**config.mk**
```make
export PLATFORM = sky130hd
export DESIGN_NAME = fthc_host
export DESIGN_NICKNAME = d
export VERILOG_FILES = /design/src/rtl/fthc_pkg.sv /design/src/rtl/fthc_sync.sv /design/src/rtl/fthc_host.sv
export SDC_FILE = /design/constraint.sdc
export NUM_CORES = 1
export LEC_CHECK = 0
export ABC_AREA = 1
export ABC_CLOCK_PERIOD_IN_PS = 4700
export BUFFER_PORTS_ARGS = -buffer_cell sky130_fd_sc_hd__buf_4
export CORE_ASPECT_RATIO = 0.5
export CORE_MARGIN = 2
export CORE_UTILIZATION = 60
export CTS_BUF_LIST = sky130_fd_sc_hd__clkbuf_8
export CTS_CLUSTER_DIAMETER = 60
export DETAILED_ROUTE_END_ITERATION = 7
export GPL_TIMING_DRIVEN = 0
export PLACE_DENSITY = 0.87
export SLEW_MARGIN = 5
export SYNTH_ARGS = -nofsm -noshare
export SYNTH_HDL_FRONTEND = slang
export SYNTH_HIERARCHICAL = 1
export SYNTH_SLANG_ARGS = --single-unit
```
**constraint.sdc**
```tcl
create_clock -name sys_clk_i -period 4.7 [get_ports sys_clk_i]
set_input_delay 0.47 -clock sys_clk_i [delete_from_list [all_inputs] [get_ports sys_clk_i]]
set_output_delay 0.47 -clock sys_clk_i [all_outputs]
set_load 0.05 [all_outputs]
```
**src/rtl/fthc_pkg.sv**
```systemverilog
/*
  Constants, state codes and the state record for the host controller that
  drives a clockless fall-through FIFO through its pins.
  Assumes one 20 MHz system clock; all pin timing is rounded to its cycles.
*/
package fthc_pkg;

  // ==========================================================================
  // Geometry
  // ==========================================================================
  // Word width and depth of one device.
  localparam int WORD_W = 5;
  localparam int DEPTH = 64;
  // Devices placed side by side; their flags are combined by AND.
  localparam int DEV_COUNT = 1;
  // Width of the synchronised pin bundle: word, ready-in flags, ready-out flags.
  localparam int SYNC_W = WORD_W + 2 * DEV_COUNT;
  localparam int SYNC_WORD_LSB = 0;
  localparam int SYNC_DIR_LSB = WORD_W;
  localparam int SYNC_DOR_LSB = WORD_W + DEV_COUNT;

  // ==========================================================================
  // Timing
  // ==========================================================================
  // System clock period in nanoseconds.
  localparam int CLK_NS = 50;
  // Least shift-in pulse width, high or low, in nanoseconds.
  localparam int SI_WIDTH_NS = 9;
  // Least shift-out pulse width, high or low, in nanoseconds.
  localparam int SO_WIDTH_NS = 14;
  // Least master clear low width, in nanoseconds.
  localparam int MR_LOW_NS = 26;
  // Least time from master clear release to shift-in, in nanoseconds.
  localparam int MR_REMOVAL_NS = 18;
  // Least data hold after the shift-in strobe falls, in nanoseconds.
  localparam int DATA_HOLD_NS = 30;

  // Least times round up to whole cycles.
  localparam int SI_CYC_I = (SI_WIDTH_NS + CLK_NS - 1) / CLK_NS;
  localparam int SO_CYC_I = (SO_WIDTH_NS + CLK_NS - 1) / CLK_NS;
  localparam int MR_CYC_I = (MR_LOW_NS + CLK_NS - 1) / CLK_NS;
  localparam int REM_CYC_I = (MR_REMOVAL_NS + CLK_NS - 1) / CLK_NS;
  localparam int HOLD_CYC_I = (DATA_HOLD_NS + CLK_NS - 1) / CLK_NS;
  // The low phase of shift-in must cover both its width and the data hold.
  localparam int WLOW_CYC_I = (HOLD_CYC_I > SI_CYC_I) ? HOLD_CYC_I : SI_CYC_I;

  // Counter width and the cycle counts at that width.
  localparam int CNT_W = 3;
  localparam logic [CNT_W-1:0] SI_CYC = CNT_W'(SI_CYC_I);
  localparam logic [CNT_W-1:0] SO_CYC = CNT_W'(SO_CYC_I);
  localparam logic [CNT_W-1:0] MR_CYC = CNT_W'(MR_CYC_I);
  localparam logic [CNT_W-1:0] REM_CYC = CNT_W'(REM_CYC_I);
  localparam logic [CNT_W-1:0] WLOW_CYC = CNT_W'(WLOW_CYC_I);
  localparam logic [CNT_W-1:0] CNT_ONE = 3'h1;
  localparam logic [CNT_W-1:0] CNT_ZERO = 3'h0;

  // ==========================================================================
  // States
  // ==========================================================================
  // Write side: idle, strobe high, strobe low with data held.
  typedef enum logic [1:0] {
    W_IDLE = 2'b00,
    W_HIGH = 2'b01,
    W_LOW = 2'b10
  } fthc_wr_state_t;

  // Read side: idle, strobe high (unload), strobe low (advance).
  typedef enum logic [1:0] {
    R_IDLE = 2'b00,
    R_HIGH = 2'b01,
    R_LOW = 2'b10
  } fthc_rd_state_t;

  // Clear sequencer: running, clear held low, removal wait.
  typedef enum logic [1:0] {
    C_RUN = 2'b00,
    C_LOW = 2'b01,
    C_REMOVE = 2'b10
  } fthc_clr_state_t;

  // Whole state of the controller.
  typedef struct packed {
    fthc_wr_state_t wr_st;
    fthc_rd_state_t rd_st;
    fthc_clr_state_t clr_st;
    logic [CNT_W-1:0] cnt_w;
    logic [CNT_W-1:0] cnt_r;
    logic [CNT_W-1:0] cnt_c;
    logic si;
    logic [WORD_W-1:0] word;
    logic so_n;
    logic mr_n;
    logic oe_n;
    logic wr_ready;
    logic rd_valid;
    logic [WORD_W-1:0] rd_data;
    logic dor_q;
    logic busy;
  } fthc_state_t;

  // State of the pin synchroniser.
  typedef struct packed {
    logic [SYNC_W-1:0] stage1;
    logic [SYNC_W-1:0] stage2;
  } fthc_sync_t;

endpackage

```
**src/rtl/fthc_sync.sv**
```systemverilog
/*
  Two-flop synchroniser for the bundle of pins that the FIFO drives.
  Assumes the pins change with no relation to sys_clk_i.
*/
`timescale 1ns/1ps

module fthc_sync (
  input wire logic sys_clk_i,
  input wire logic rstn_i,
  input wire logic [fthc_pkg::SYNC_W-1:0] async_i,
  output logic [fthc_pkg::SYNC_W-1:0] sync_o
);

  // ==========================================================================
  // Stages
  // ==========================================================================
  // Register copy and its next value.
  fthc_pkg::fthc_sync_t st;
  fthc_pkg::fthc_sync_t next_st;

  // The first stage feeds only the second, so a metastable bit settles there.
  always_comb begin
    next_st.stage1 = async_i;
    next_st.stage2 = st.stage1;
  end

  // Both stages clear to zero, which reads as "no flag" downstream.
  always_ff @(posedge sys_clk_i or negedge rstn_i) begin
    if (!rstn_i) begin
      st <= '0;
    end else begin
      st <= next_st;
    end
  end

  // The output comes straight from the second stage.
  assign sync_o = st.stage2;

endmodule

```
**src/rtl/fthc_host.sv**
```systemverilog
/*
  Host controller for a clockless fall-through FIFO: writes words through
  the shift-in strobe, reads them through the shift-out strobe, and clears
  the device. Assumes the FIFO pins sit outside the clock domain and that
  the board resolves the three-state read lines.
*/
// Summary of operation
// RULE_01: Device keeps 64 words in order.
// RULE_02: Shift-in rise captures word, ready-in drops.
// RULE_03: Word ripples forward, ready-in returns high.
// RULE_04: Full device ignores shift-in, ready-in low.
// RULE_05: Read vacancy bubbles up, ready-in rises.
// RULE_06: Held shift-in loads arriving vacancy automatically.
// RULE_07: Writer drops shift-in after every load.
// RULE_08: Master clear empties device, sets flags.
// RULE_09: Master clear drives read word low.
// RULE_10: Ready-out high means word valid; rise busies.
// RULE_11: Shift-out fall advances next word, ready-out rises.
// RULE_12: Empty device keeps ready-out low.
// RULE_13: Held shift-out lets word ripple to output.
// RULE_14: Held shift-out completes automatically, ready-out pulses.
// RULE_15: Reader drops shift-out after every unload.
// RULE_16: Burst writes ignore flag; overflow pulses ignored.
// RULE_17: Burst reads ignore flag, keep pulse widths.
// RULE_18: Side-by-side flags combine by AND.
// RULE_19: Cascade ready-out feeds next shift-in timing.
// RULE_20: Cascade ready-in pulse acts as shift-out.
// RULE_21: Cascade vacancy reaches first input later.
// RULE_22: Empty shift-out pulses change nothing.
// RULE_23: Output enable high floats read lines; the model drives the inverted word instead.
`timescale 1ns/1ps

module fthc_host (
  input wire logic sys_clk_i,
  input wire logic rstn_i,
  input wire logic burst_i,
  input wire logic clear_i,
  input wire logic wr_valid_i,
  input wire logic [fthc_pkg::WORD_W-1:0] wr_data_i,
  output logic wr_ready_o,
  output logic rd_valid_o,
  output logic [fthc_pkg::WORD_W-1:0] rd_data_o,
  input wire logic rd_ready_i,
  output logic busy_o,
  output logic shift_in_strobe_o,
  output logic [fthc_pkg::WORD_W-1:0] write_word_o,
  input wire logic [fthc_pkg::DEV_COUNT-1:0] input_ready_flag_i,
  output logic shift_out_strobe_n_o,
  input wire logic [fthc_pkg::DEV_COUNT-1:0] output_ready_flag_i,
  input wire logic [fthc_pkg::WORD_W-1:0] read_word_i,
  output logic output_drive_en_n_o,
  output logic master_clear_n_o
);

  // ==========================================================================
  // Helpers
  // ==========================================================================
  // Combines the flags of devices placed side by side.
  function automatic logic all_set(
    input logic [fthc_pkg::DEV_COUNT-1:0] flags
  );
    all_set = &flags; // RULE_18
  endfunction

  // ==========================================================================
  // Pin synchronisation
  // ==========================================================================
  // Raw and synchronised pin bundles.
  logic [fthc_pkg::SYNC_W-1:0] pins_raw;
  logic [fthc_pkg::SYNC_W-1:0] pins_sync;
  // Synchronised word and combined flags.
  logic [fthc_pkg::WORD_W-1:0] word_s;
  logic dir_s;
  logic dor_s;

  assign pins_raw = {output_ready_flag_i, input_ready_flag_i, read_word_i};

  fthc_sync u_sync (
    .sys_clk_i(sys_clk_i),
    .rstn_i(rstn_i),
    .async_i(pins_raw),
    .sync_o(pins_sync)
  );

  assign word_s = pins_sync[fthc_pkg::SYNC_WORD_LSB +: fthc_pkg::WORD_W];
  assign dir_s = all_set(
    pins_sync[fthc_pkg::SYNC_DIR_LSB +: fthc_pkg::DEV_COUNT]);
  assign dor_s = all_set(
    pins_sync[fthc_pkg::SYNC_DOR_LSB +: fthc_pkg::DEV_COUNT]);

  // ==========================================================================
  // State
  // ==========================================================================
  // Register copy and next value.
  fthc_pkg::fthc_state_t st;
  fthc_pkg::fthc_state_t next_st;
  // A word is taken from the user in this cycle.
  logic wr_take;

  // All behaviour: write strobe, read strobe and clear sequencing.
  always_comb begin
    next_st = st;
    wr_take = st.wr_ready && wr_valid_i;

    // A delivered word leaves when the user takes it.
    if (st.rd_valid && rd_ready_i) begin
      next_st.rd_valid = 1'b0;
    end

    // Write side.
    case (st.wr_st)
      fthc_pkg::W_IDLE: begin
        if (wr_take) begin
          // Ready was only offered while the flag was high, or in burst.
          next_st.si = 1'b1; // RULE_16
          next_st.word = wr_data_i;
          next_st.cnt_w = fthc_pkg::SI_CYC;
          next_st.wr_st = fthc_pkg::W_HIGH;
        end
      end
      fthc_pkg::W_HIGH: begin
        if (st.cnt_w > fthc_pkg::CNT_ONE) begin
          next_st.cnt_w = st.cnt_w - fthc_pkg::CNT_ONE;
        end else if (burst_i || !dir_s) begin
          // The device took the word; drop the strobe to finish it.
          next_st.si = 1'b0; // RULE_07
          next_st.cnt_w = fthc_pkg::WLOW_CYC;
          next_st.wr_st = fthc_pkg::W_LOW;
        end
      end
      fthc_pkg::W_LOW: begin
        // The word stays put through the hold time and the low width.
        if (st.cnt_w > fthc_pkg::CNT_ONE) begin
          next_st.cnt_w = st.cnt_w - fthc_pkg::CNT_ONE; // RULE_19
        end else begin
          next_st.wr_st = fthc_pkg::W_IDLE;
        end
      end
      default: begin
        next_st.si = 1'b0;
        next_st.wr_st = fthc_pkg::W_IDLE;
      end
    endcase

    // Read side.
    case (st.rd_st)
      fthc_pkg::R_IDLE: begin
        // Start only with room for the word and, outside burst, with the flag stable for
        // two samples, since the word follows the flag by a short delay.
        if (st.clr_st == fthc_pkg::C_RUN && !next_st.rd_valid &&
            (burst_i || (dor_s && st.dor_q))) begin
          // In burst an empty device gives no word back.
          next_st.rd_valid = dor_s && st.dor_q; // RULE_22
          next_st.rd_data = word_s;
          next_st.so_n = 1'b1; // RULE_17
          next_st.cnt_r = fthc_pkg::SO_CYC;
          next_st.rd_st = fthc_pkg::R_HIGH;
        end
      end
      fthc_pkg::R_HIGH: begin
        if (st.cnt_r > fthc_pkg::CNT_ONE) begin
          next_st.cnt_r = st.cnt_r - fthc_pkg::CNT_ONE;
        end else if (burst_i || !dor_s) begin
          // The output stage is busy; drop the strobe to advance it.
          next_st.so_n = 1'b0; // RULE_15
          next_st.cnt_r = fthc_pkg::SO_CYC;
          next_st.rd_st = fthc_pkg::R_LOW;
        end
      end
      fthc_pkg::R_LOW: begin
        if (st.cnt_r > fthc_pkg::CNT_ONE) begin
          next_st.cnt_r = st.cnt_r - fthc_pkg::CNT_ONE;
        end else begin
          next_st.rd_st = fthc_pkg::R_IDLE;
        end
      end
      default: begin
        next_st.so_n = 1'b0;
        next_st.rd_st = fthc_pkg::R_IDLE;
      end
    endcase

    // Clear sequencing overrides both sides.
    case (st.clr_st)
      fthc_pkg::C_RUN: begin
        if (clear_i) begin
          next_st.mr_n = 1'b0;
          next_st.cnt_c = fthc_pkg::MR_CYC;
          next_st.clr_st = fthc_pkg::C_LOW;
        end
      end
      fthc_pkg::C_LOW: begin
        if (st.cnt_c > fthc_pkg::CNT_ONE) begin
          next_st.cnt_c = st.cnt_c - fthc_pkg::CNT_ONE;
        end else begin
          next_st.mr_n = 1'b1;
          next_st.cnt_c = fthc_pkg::REM_CYC;
          next_st.clr_st = fthc_pkg::C_REMOVE;
        end
      end
      fthc_pkg::C_REMOVE: begin
        // Shift-in stays low until the removal time has passed.
        if (st.cnt_c > fthc_pkg::CNT_ONE) begin
          next_st.cnt_c = st.cnt_c - fthc_pkg::CNT_ONE;
        end else begin
          next_st.clr_st = fthc_pkg::C_RUN;
        end
      end
      default: begin
        next_st.mr_n = 1'b0;
        next_st.clr_st = fthc_pkg::C_LOW;
      end
    endcase
    if (next_st.clr_st != fthc_pkg::C_RUN) begin
      // A clear aborts any transfer and discards an undelivered word.
      next_st.si = 1'b0;
      next_st.so_n = 1'b0;
      next_st.wr_st = fthc_pkg::W_IDLE;
      next_st.rd_st = fthc_pkg::R_IDLE;
      next_st.rd_valid = 1'b0;
    end

    // Offer a write slot only when a strobe could start next cycle.
    next_st.wr_ready = (next_st.wr_st == fthc_pkg::W_IDLE) && !wr_take &&
                       (next_st.clr_st == fthc_pkg::C_RUN) &&
                       (burst_i || dir_s);
    next_st.dor_q = dor_s;
    next_st.busy = (next_st.clr_st != fthc_pkg::C_RUN);
    // Read lines are driven from the first cycle after reset, even while a clear is held.
    next_st.oe_n = 1'b0;
  end

  // Reset holds the device in clear, then runs the removal wait.
  always_ff @(posedge sys_clk_i or negedge rstn_i) begin
    if (!rstn_i) begin
      st <= '0;
      st.clr_st <= fthc_pkg::C_LOW;
      st.cnt_c <= fthc_pkg::MR_CYC;
      st.oe_n <= 1'b1;
      st.busy <= 1'b1;
    end else begin
      st <= next_st;
    end
  end

  // ==========================================================================
  // Outputs
  // ==========================================================================
  assign wr_ready_o = st.wr_ready;
  assign rd_valid_o = st.rd_valid;
  assign rd_data_o = st.rd_data;
  assign busy_o = st.busy;
  assign shift_in_strobe_o = st.si;
  assign write_word_o = st.word;
  assign shift_out_strobe_n_o = st.so_n;
  assign output_drive_en_n_o = st.oe_n;
  assign master_clear_n_o = st.mr_n;
endmodule

```
==> impl_results.md, run 1 <==
- Outcome: completed
- Clock Root Buffer: clkbuf_8
- First-pass GRT wire length: about 7400 um
- Static leakage: 1.469 nW
- DP Wirelength: 3217 um
- Reg area: 1181 sq um
- Synth cell types: 31
- Vias in the first global route: 1,683
- Register area share after synthesis: 48.84%
- Total CTS buffers: 5
- Crit end category: flop
- CTS tree: built
- Detailed router's first-iteration violation count: slightly below 80
- Fillcell total: 260
- Max frequency: around 540 MHz
- Final RePlAce weighted congestion: roughly 0.88
- Crit path kind: flop to flop
- Setup_tns: 0 ns
- Largest driver fanout on the critical path: 5
- WL per Instance: 12.65 um
- Die Wd: 93.79 um
- Die height: 48.90 um
- Skew-Pair Late Insertion Delay: 0.30 ns
- Layout cell share with drive strength beyond 1: 31.36%
- Syn_nets: 282
- Post-CTS sizing: 0
- Largest net degree at the start of global routing: 48
- Place WS: just under 3 ns
- Drt drc: 0
- CTS sink count: 47
- Commonest non-fill, non-tap cell in the layout: buf_4
- Clock Skews: around 0.0060 ns
- ANT nets after route: 0
- All-layer global routing usage: 20.94%
- NumNets Final: 323
- Final setup vio count: 0
- Max clock buf depth: 2
- Total die area: 4586 sq um
- Maximum resistive drop on vdd: about 0.00034 V
- Area Overhead vs Synth: 17.33%
- Post-CTS Setup Bufs: 0
- Most frequent cells in the layout: buf_4, dfrtp_1, nand2_1
- Worst slew pin tran: 0.5564 ns
- Yosys reg bits: 47
- Total gr overflow: 0
- Initial DRT Pass Iterations: 4
- Yosys Warn Count: 6
- I/O Buffers: 34
- Mapped Cells: around 250
- Core ar.: slightly below 4000 sq um
- Ant diodes: 0
- Fin. max-slew vios: 0
- CTS clock-pin slew for the worst setup and hold paths: 0.10 ns
- Final setup margin: 2.848 ns
- DR vias: between 1,500 and 2,000
- Ranking of synthesized cells by area: dfrtp_1, ha_1, nand2_1
- Worst hold-check path type: primary input to async pin
- Power Dens Cells: 701.1 nW/um^2
- Inst Count DP: 333
- Final Hold Viols: 0
- Post-Syn Area: 2419 sq um
- Ports: 35
- Max-slew headroom: 62.91%
- Worst hold margin: 0.1447 ns
- Htree depth: 2
- CP Data Required Time: 4.93 ns
- Initial antenna violation count: 0
- Final Non-Filler Cells: 341
- Element type at the critical path start: flop
- Synth top area share: 44.49%
- Avg Vias per Cell: 5.082
- Max_cap viols: 0
- Worst Path Arrival: 2.08 ns
- Tcrit/Tclk final: 39.41%
- Post-synth top area cell: dfrtp_1
- # rows: 16
- Hold-fix buffers, CTS: 0
- Avg Inst Size Synth: 9.872 sq um
- Routed Wire Length: 4314 um
- RSZ-0062 raised after global routing: false
- Post-layout minimum cycle time: 1.852 ns
- Initial Util: 62.27%
- Area taken by multi-input logic gates: 1023 sq um
-- cell type report --
class                      count  area share (%)
sequential                    47           41.62
multi-input combinational    151           36.07
timing repair buffer          34           8.995
inverter                      37           4.894
buffer                        10           2.646
clock buffer                   5           2.425
tap                           54           2.381
clock inverter                 3          0.9700
-- stage by stage --
stage	util [%]	power, mW	instance area, sq um
final	73.07	1.990	2838
after global routing	73.07	2.127	2838
after CTS	73.07	1.994	2838
after detailed placement	70.59	1.726	2741
after global placement	70.59	1.675	2741
after floorplan	-	1.466	2419
-- synth_stat cells (all sizes together) --
cell type / number
o21bai: 1
nor3: 1
nand2: 48
ha: 19
o21ai: 18
o22ai: 1
dfrtp: 43
a21oi: 10
nor2: 17
inv: 37
xnor2: 1
conb: 1
mux2: 10
nand3b: 6
buf: 10
dfstp: 4
a21boi: 1
nand4: 1
o211ai: 1
xor2: 1
nand3: 14
-- cells by family (layout without fill, tap and decap cells) --
family	after synthesis	in the layout	synth area share, %
simple gates	87	87	18.73
mux	10	10	5.432
fa+ha+maj	19	19	9.829
other cells	1	1	0.1551
flops	47	47	48.84
compound gates	32	32	7.450
xor+xnor	2	2	0.7244
buf+inv	47	89	8.846
-- worst max-delay path: stages, from the launching register on --
cell and delay [ns]:
dfstp_2 0.58, inv_1 0.07, ha_1 0.27, o21ai_1 0.13, nand2_1 0.08, nor2_2 0.16, inv_2 0.07, nor2_4 0.16
inv_2 0.09, a21oi_1 0.16
-- path summary, 6_finish.rpt --
kind	to	slack, ns	start	cells after the start
max	rd_valid_o	2.85	st[27]	9
min	st[22]	0.14	rstn_i	1
max reg2reg	rd_valid_o	2.85	st[27]	9
min reg2reg	u_sync/sync_o[0]	0.36	u_sync/next_st[0]	0
max in group asynchronous	st[27]	4.17	rstn_i	1
min in group sys_clk_i	u_sync/next_st[2]	0.26	read_word_i[2]	1
-- metal layers --
metal	global-route usage, %	vias to the layer above	wire, um	part of all wire, %
li1	-	857	-	-
met1	25.75	834	1870	43
met2	36.43	33	2241	52
met3	5.564	9	142	3.3
met4	6.522	0	59	1.4
met5	0	-	0	0
-- registers in the layout, summed over array words and instances, names as in the netlist, 5 cells and up --
| signal | count |
|---|---|
| st | 16 |
| u_sync/next_st | 7 |
| u_sync/sync_o | 7 |
| rd_data_o | 5 |
| write_word_o | 5 |
-- power by group --
group,leakage (nW),internal (mW),total (mW),switching (mW)
combinational,0.849,0.424,1.12,0.699
clock,0.0467,0.110,0.261,0.150
sequential,0.573,0.528,0.606,0.0778
No activity file was read; power rests on OpenSTA's default activity.
==> inputs of run 2 (changes only) <==
--- a/config.mk
+++ b/config.mk
@@ -6,16 +6,16 @@
 export NUM_CORES = 1
 export LEC_CHECK = 0
 export ABC_AREA = 1
-export ABC_CLOCK_PERIOD_IN_PS = 4700
+export ABC_CLOCK_PERIOD_IN_PS = 1900
 export BUFFER_PORTS_ARGS = -buffer_cell sky130_fd_sc_hd__buf_4
 export CORE_ASPECT_RATIO = 0.5
 export CORE_MARGIN = 2
-export CORE_UTILIZATION = 60
+export CORE_UTILIZATION = 59
 export CTS_BUF_LIST = sky130_fd_sc_hd__clkbuf_8
 export CTS_CLUSTER_DIAMETER = 60
 export DETAILED_ROUTE_END_ITERATION = 7
 export GPL_TIMING_DRIVEN = 0
-export PLACE_DENSITY = 0.87
+export PLACE_DENSITY = 0.86
 export SLEW_MARGIN = 5
 export SYNTH_ARGS = -nofsm -noshare
 export SYNTH_HDL_FRONTEND = slang
==> constraint.sdc (replaced) <==
create_clock -name sys_clk_i -period 1.9 [get_ports sys_clk_i]
set_input_delay 0.19 -clock sys_clk_i [delete_from_list [all_inputs] [get_ports sys_clk_i]]
set_output_delay 0.19 -clock sys_clk_i [all_outputs]
set_load 0.05 [all_outputs]
==> impl_results.md, run 2 (synthesized netlist as in run 1, its figures left out) <==
- Outcome: completed (unchanged)
- Initial antenna violation count: 0 (unchanged)
- Commonest non-fill, non-tap cell in the layout: buf_4 (unchanged)
- Fin. max-slew vios: 0 (unchanged)
- RSZ-0062 raised after global routing: false (unchanged)
- Clock share of power: 12.8% (was 13.1%)
- Max frequency: 576.6 MHz (was 539.8 MHz)
- I/O Buffers: 34 (unchanged)
- Final setup vio count: 0 (unchanged)
- Switching Share: 45.65% (was 46.59%)
- Clock Root Buffer: clkbuf_8 (unchanged)
- Final RePlAce weighted congestion: 0.8435 (was 0.8768)
- Die height: 49.28 um (was 48.90 um)
- Core ar.: 3924 sq um (was 3884 sq um)
- Seq pwr share: 30.4% (about the same)
- Worst hold-check path type: primary input to flop (was primary input to async pin)
- Total die area: 4659 sq um (was 4586 sq um)
- Crit path kind: flop to flop (unchanged)
- Logic pwr share: 56.8% (was 56.4%)
- Power Dens Cells: 1688 nW/um^2 (was 701.1 nW/um^2)
- # rows: 16 (unchanged)
- DR vias: 1,736 (was 1,733)
- CP Data Required Time: 2.13 ns (was 4.93 ns)
- R2R setup slack: 0.17 ns (was 2.85 ns)
- DP Wirelength: 3310 um (was 3217 um)
- Layout cell share with drive strength beyond 1: 31.08% (was 31.36%)
- Largest net degree at the start of global routing: 48 (unchanged)
- Largest Register: st (unchanged)
- Max clock buf depth: 2 (unchanged)
- Routed Wire Length: 4448 um (was 4314 um)
- Maximum resistive drop on vdd: 0.0008744 V (was 0.0003371 V)
- Ant diodes: 0 (unchanged)
- Setup_tns: 0 ns (unchanged)
- Initial Util: 61.64% (was 62.27%)
- Initial DRT Pass Iterations: 7 (was 4)
- Total net switching power: 2.258 mW (was 926.9 uW)
- First-pass GRT wire length: 7762 um (was 7424 um)
- Max-slew headroom: 62.77% (was 62.91%)
- CTS tree: built (unchanged)
- All-layer global routing usage: 21.93% (was 20.94%)
- Crit end category: flop (unchanged)
- Post-layout minimum cycle time: 1.734 ns (was 1.852 ns)
- Final Hold Viols: 0 (unchanged)
- Most frequent cells in the layout: buf_4, dfrtp_1, nand2_1 (unchanged)
- Final setup margin: 0.1658 ns (was 2.848 ns)
- Htree depth: 2 (unchanged)
- Static leakage: 1.507 nW (was 1.469 nW)
- Total gr overflow: 0 (unchanged)
- Pint: 2.687 mW (was 1.063 mW)
- Skew-Pair Late Insertion Delay: 0.30 ns (about the same)
- WL per Instance: 12.71 um (was 12.65 um)
- Ports: 35 (unchanged)
- NumNets Final: 332 (was 323)
- CTS clock-pin slew for the worst setup and hold paths: 0.09 ns (was 0.10 ns)
- Drt drc: 0 (unchanged)
- Max FFs per register: 16 (unchanged)
- Largest driver fanout on the critical path: 5 (unchanged)
- Avg Vias per Cell: 4.960 (was 5.082)
- Worst Path Arrival: 1.96 ns (was 2.08 ns)
- Max_cap viols: 0 (unchanged)
- Place WS: 0.08600 ns (was 2.905 ns)
- Vias in the first global route: 1,780 (was 1,683)
- Total CTS buffers: 5 (unchanged)
- Die Wd: 94.55 um (was 93.79 um)
- CTS sink count: 47 (unchanged)
- Tcrit/Tclk final: 91.27% (was 39.41%)
- Detailed router's first-iteration violation count: 57 (was 78)
- ANT nets after route: 0 (unchanged)
- Worst slew pin tran: 0.5585 ns (was 0.5564 ns)
- Area Overhead vs Synth: 21.16% (was 17.33%)
- Element type at the critical path start: flop (unchanged)
- Clock Skews: 0.005856 ns (was 0.005986 ns)
## run 2: cell count changes in the layout (fill, tap and decap cells not counted), sizes merged
cell | before | now
clkbuf | 5 | 6
clkinv | 0 | 1
buf | 44 | 45
inv | 39 | 37
dlygate4sd3 | 0 | 8
## run 2: final timing paths
check                                   from                to  depth (start not counted)
hold / removal                  wr_data_i[2]   write_word_o[2]                          2
max in group asynchronous             rstn_i            st[18]                          2
min in group asynchronous             rstn_i            st[23]                          2
setup / recovery                      st[27]            st[29]                          9
setup reg to reg                      st[27]            st[29]                          9
hold reg to reg            u_sync/next_st[5]  u_sync/sync_o[5]                          0
## run 2: repair_timing
action	CTS	global route
buffers inserted	0	1
endpoints found under the setup margin	0	2
endpoints found under the hold margin	50	0
resized for setup	0	1
hold buffers	8	0
## run 2: cell type report
| class | count | area, sq um |
|---|---|---|
| Buffer | 10 | 75.07 |
| Clock buffer | 6 | 82.58 |
| Clock inverter | 2 | 16.27 |
| Fill cell | 267 | 993.5 |
| Inverter | 37 | 138.9 |
| Multi-Input combinational cell | 151 | 1026 |
| Sequential cell | 47 | 1181 |
| Tap cell | 54 | 67.56 |
| Timing Repair Buffer | 43 | 342.8 |
## run 2: through the flow
| step | hold WS (ns) | area [sq um] | cells | power (mW) | util (%) |
|---|---|---|---|---|---|
| 3_3_place_gp | 0.2238 | 2741 | 333 | 4.149 | 69.87 |
| 5_1_grt | 0.1116 | 2930 | 350 | 5.329 | 74.68 |
| 3_5_place_dp | 0.2249 | 2741 | 333 | 4.274 | 69.87 |
| 4_1_cts | 0.1137 | 2920 | 349 | 4.945 | 74.43 |
| 6_report | 0.1208 | 2930 | 350 | 4.945 | 74.68 |
| 2_1_floorplan | -0.1056 | 2419 | 245 | 3.627 | - |
## run 2: critical path: stages (launching register included)
cell     delay, ns
dfstp_2       0.56
inv_1         0.06
ha_1          0.24
nor2_2        0.16
nor2_1        0.07
nor2_2        0.14
inv_2         0.07
nor2_4        0.15
inv_2         0.08
a21oi_1       0.13
## run 2: per-layer routing
layer  GRT usage (%)  vias to the layer above  part of all wire, %  wire length, um
met2           38.69                       32                   51             2284
li1                -                      869                    -                -
met1           26.55                      831                   44             1953
met5               0                        -                    0                0
met3           5.719                        4                  3.4              153
met4           6.763                        0                  1.3               56
## run 2: power by group through the flow
stage               sequential (mW)  combinational, mW  clock [mW]
global route                   1.54               3.08       0.704
finish                         1.51               2.81       0.631
floorplan                      1.64               1.98           0
detailed placement             1.53               2.75           0
CTS                            1.51               2.78       0.652
global placement               1.50               2.65           0
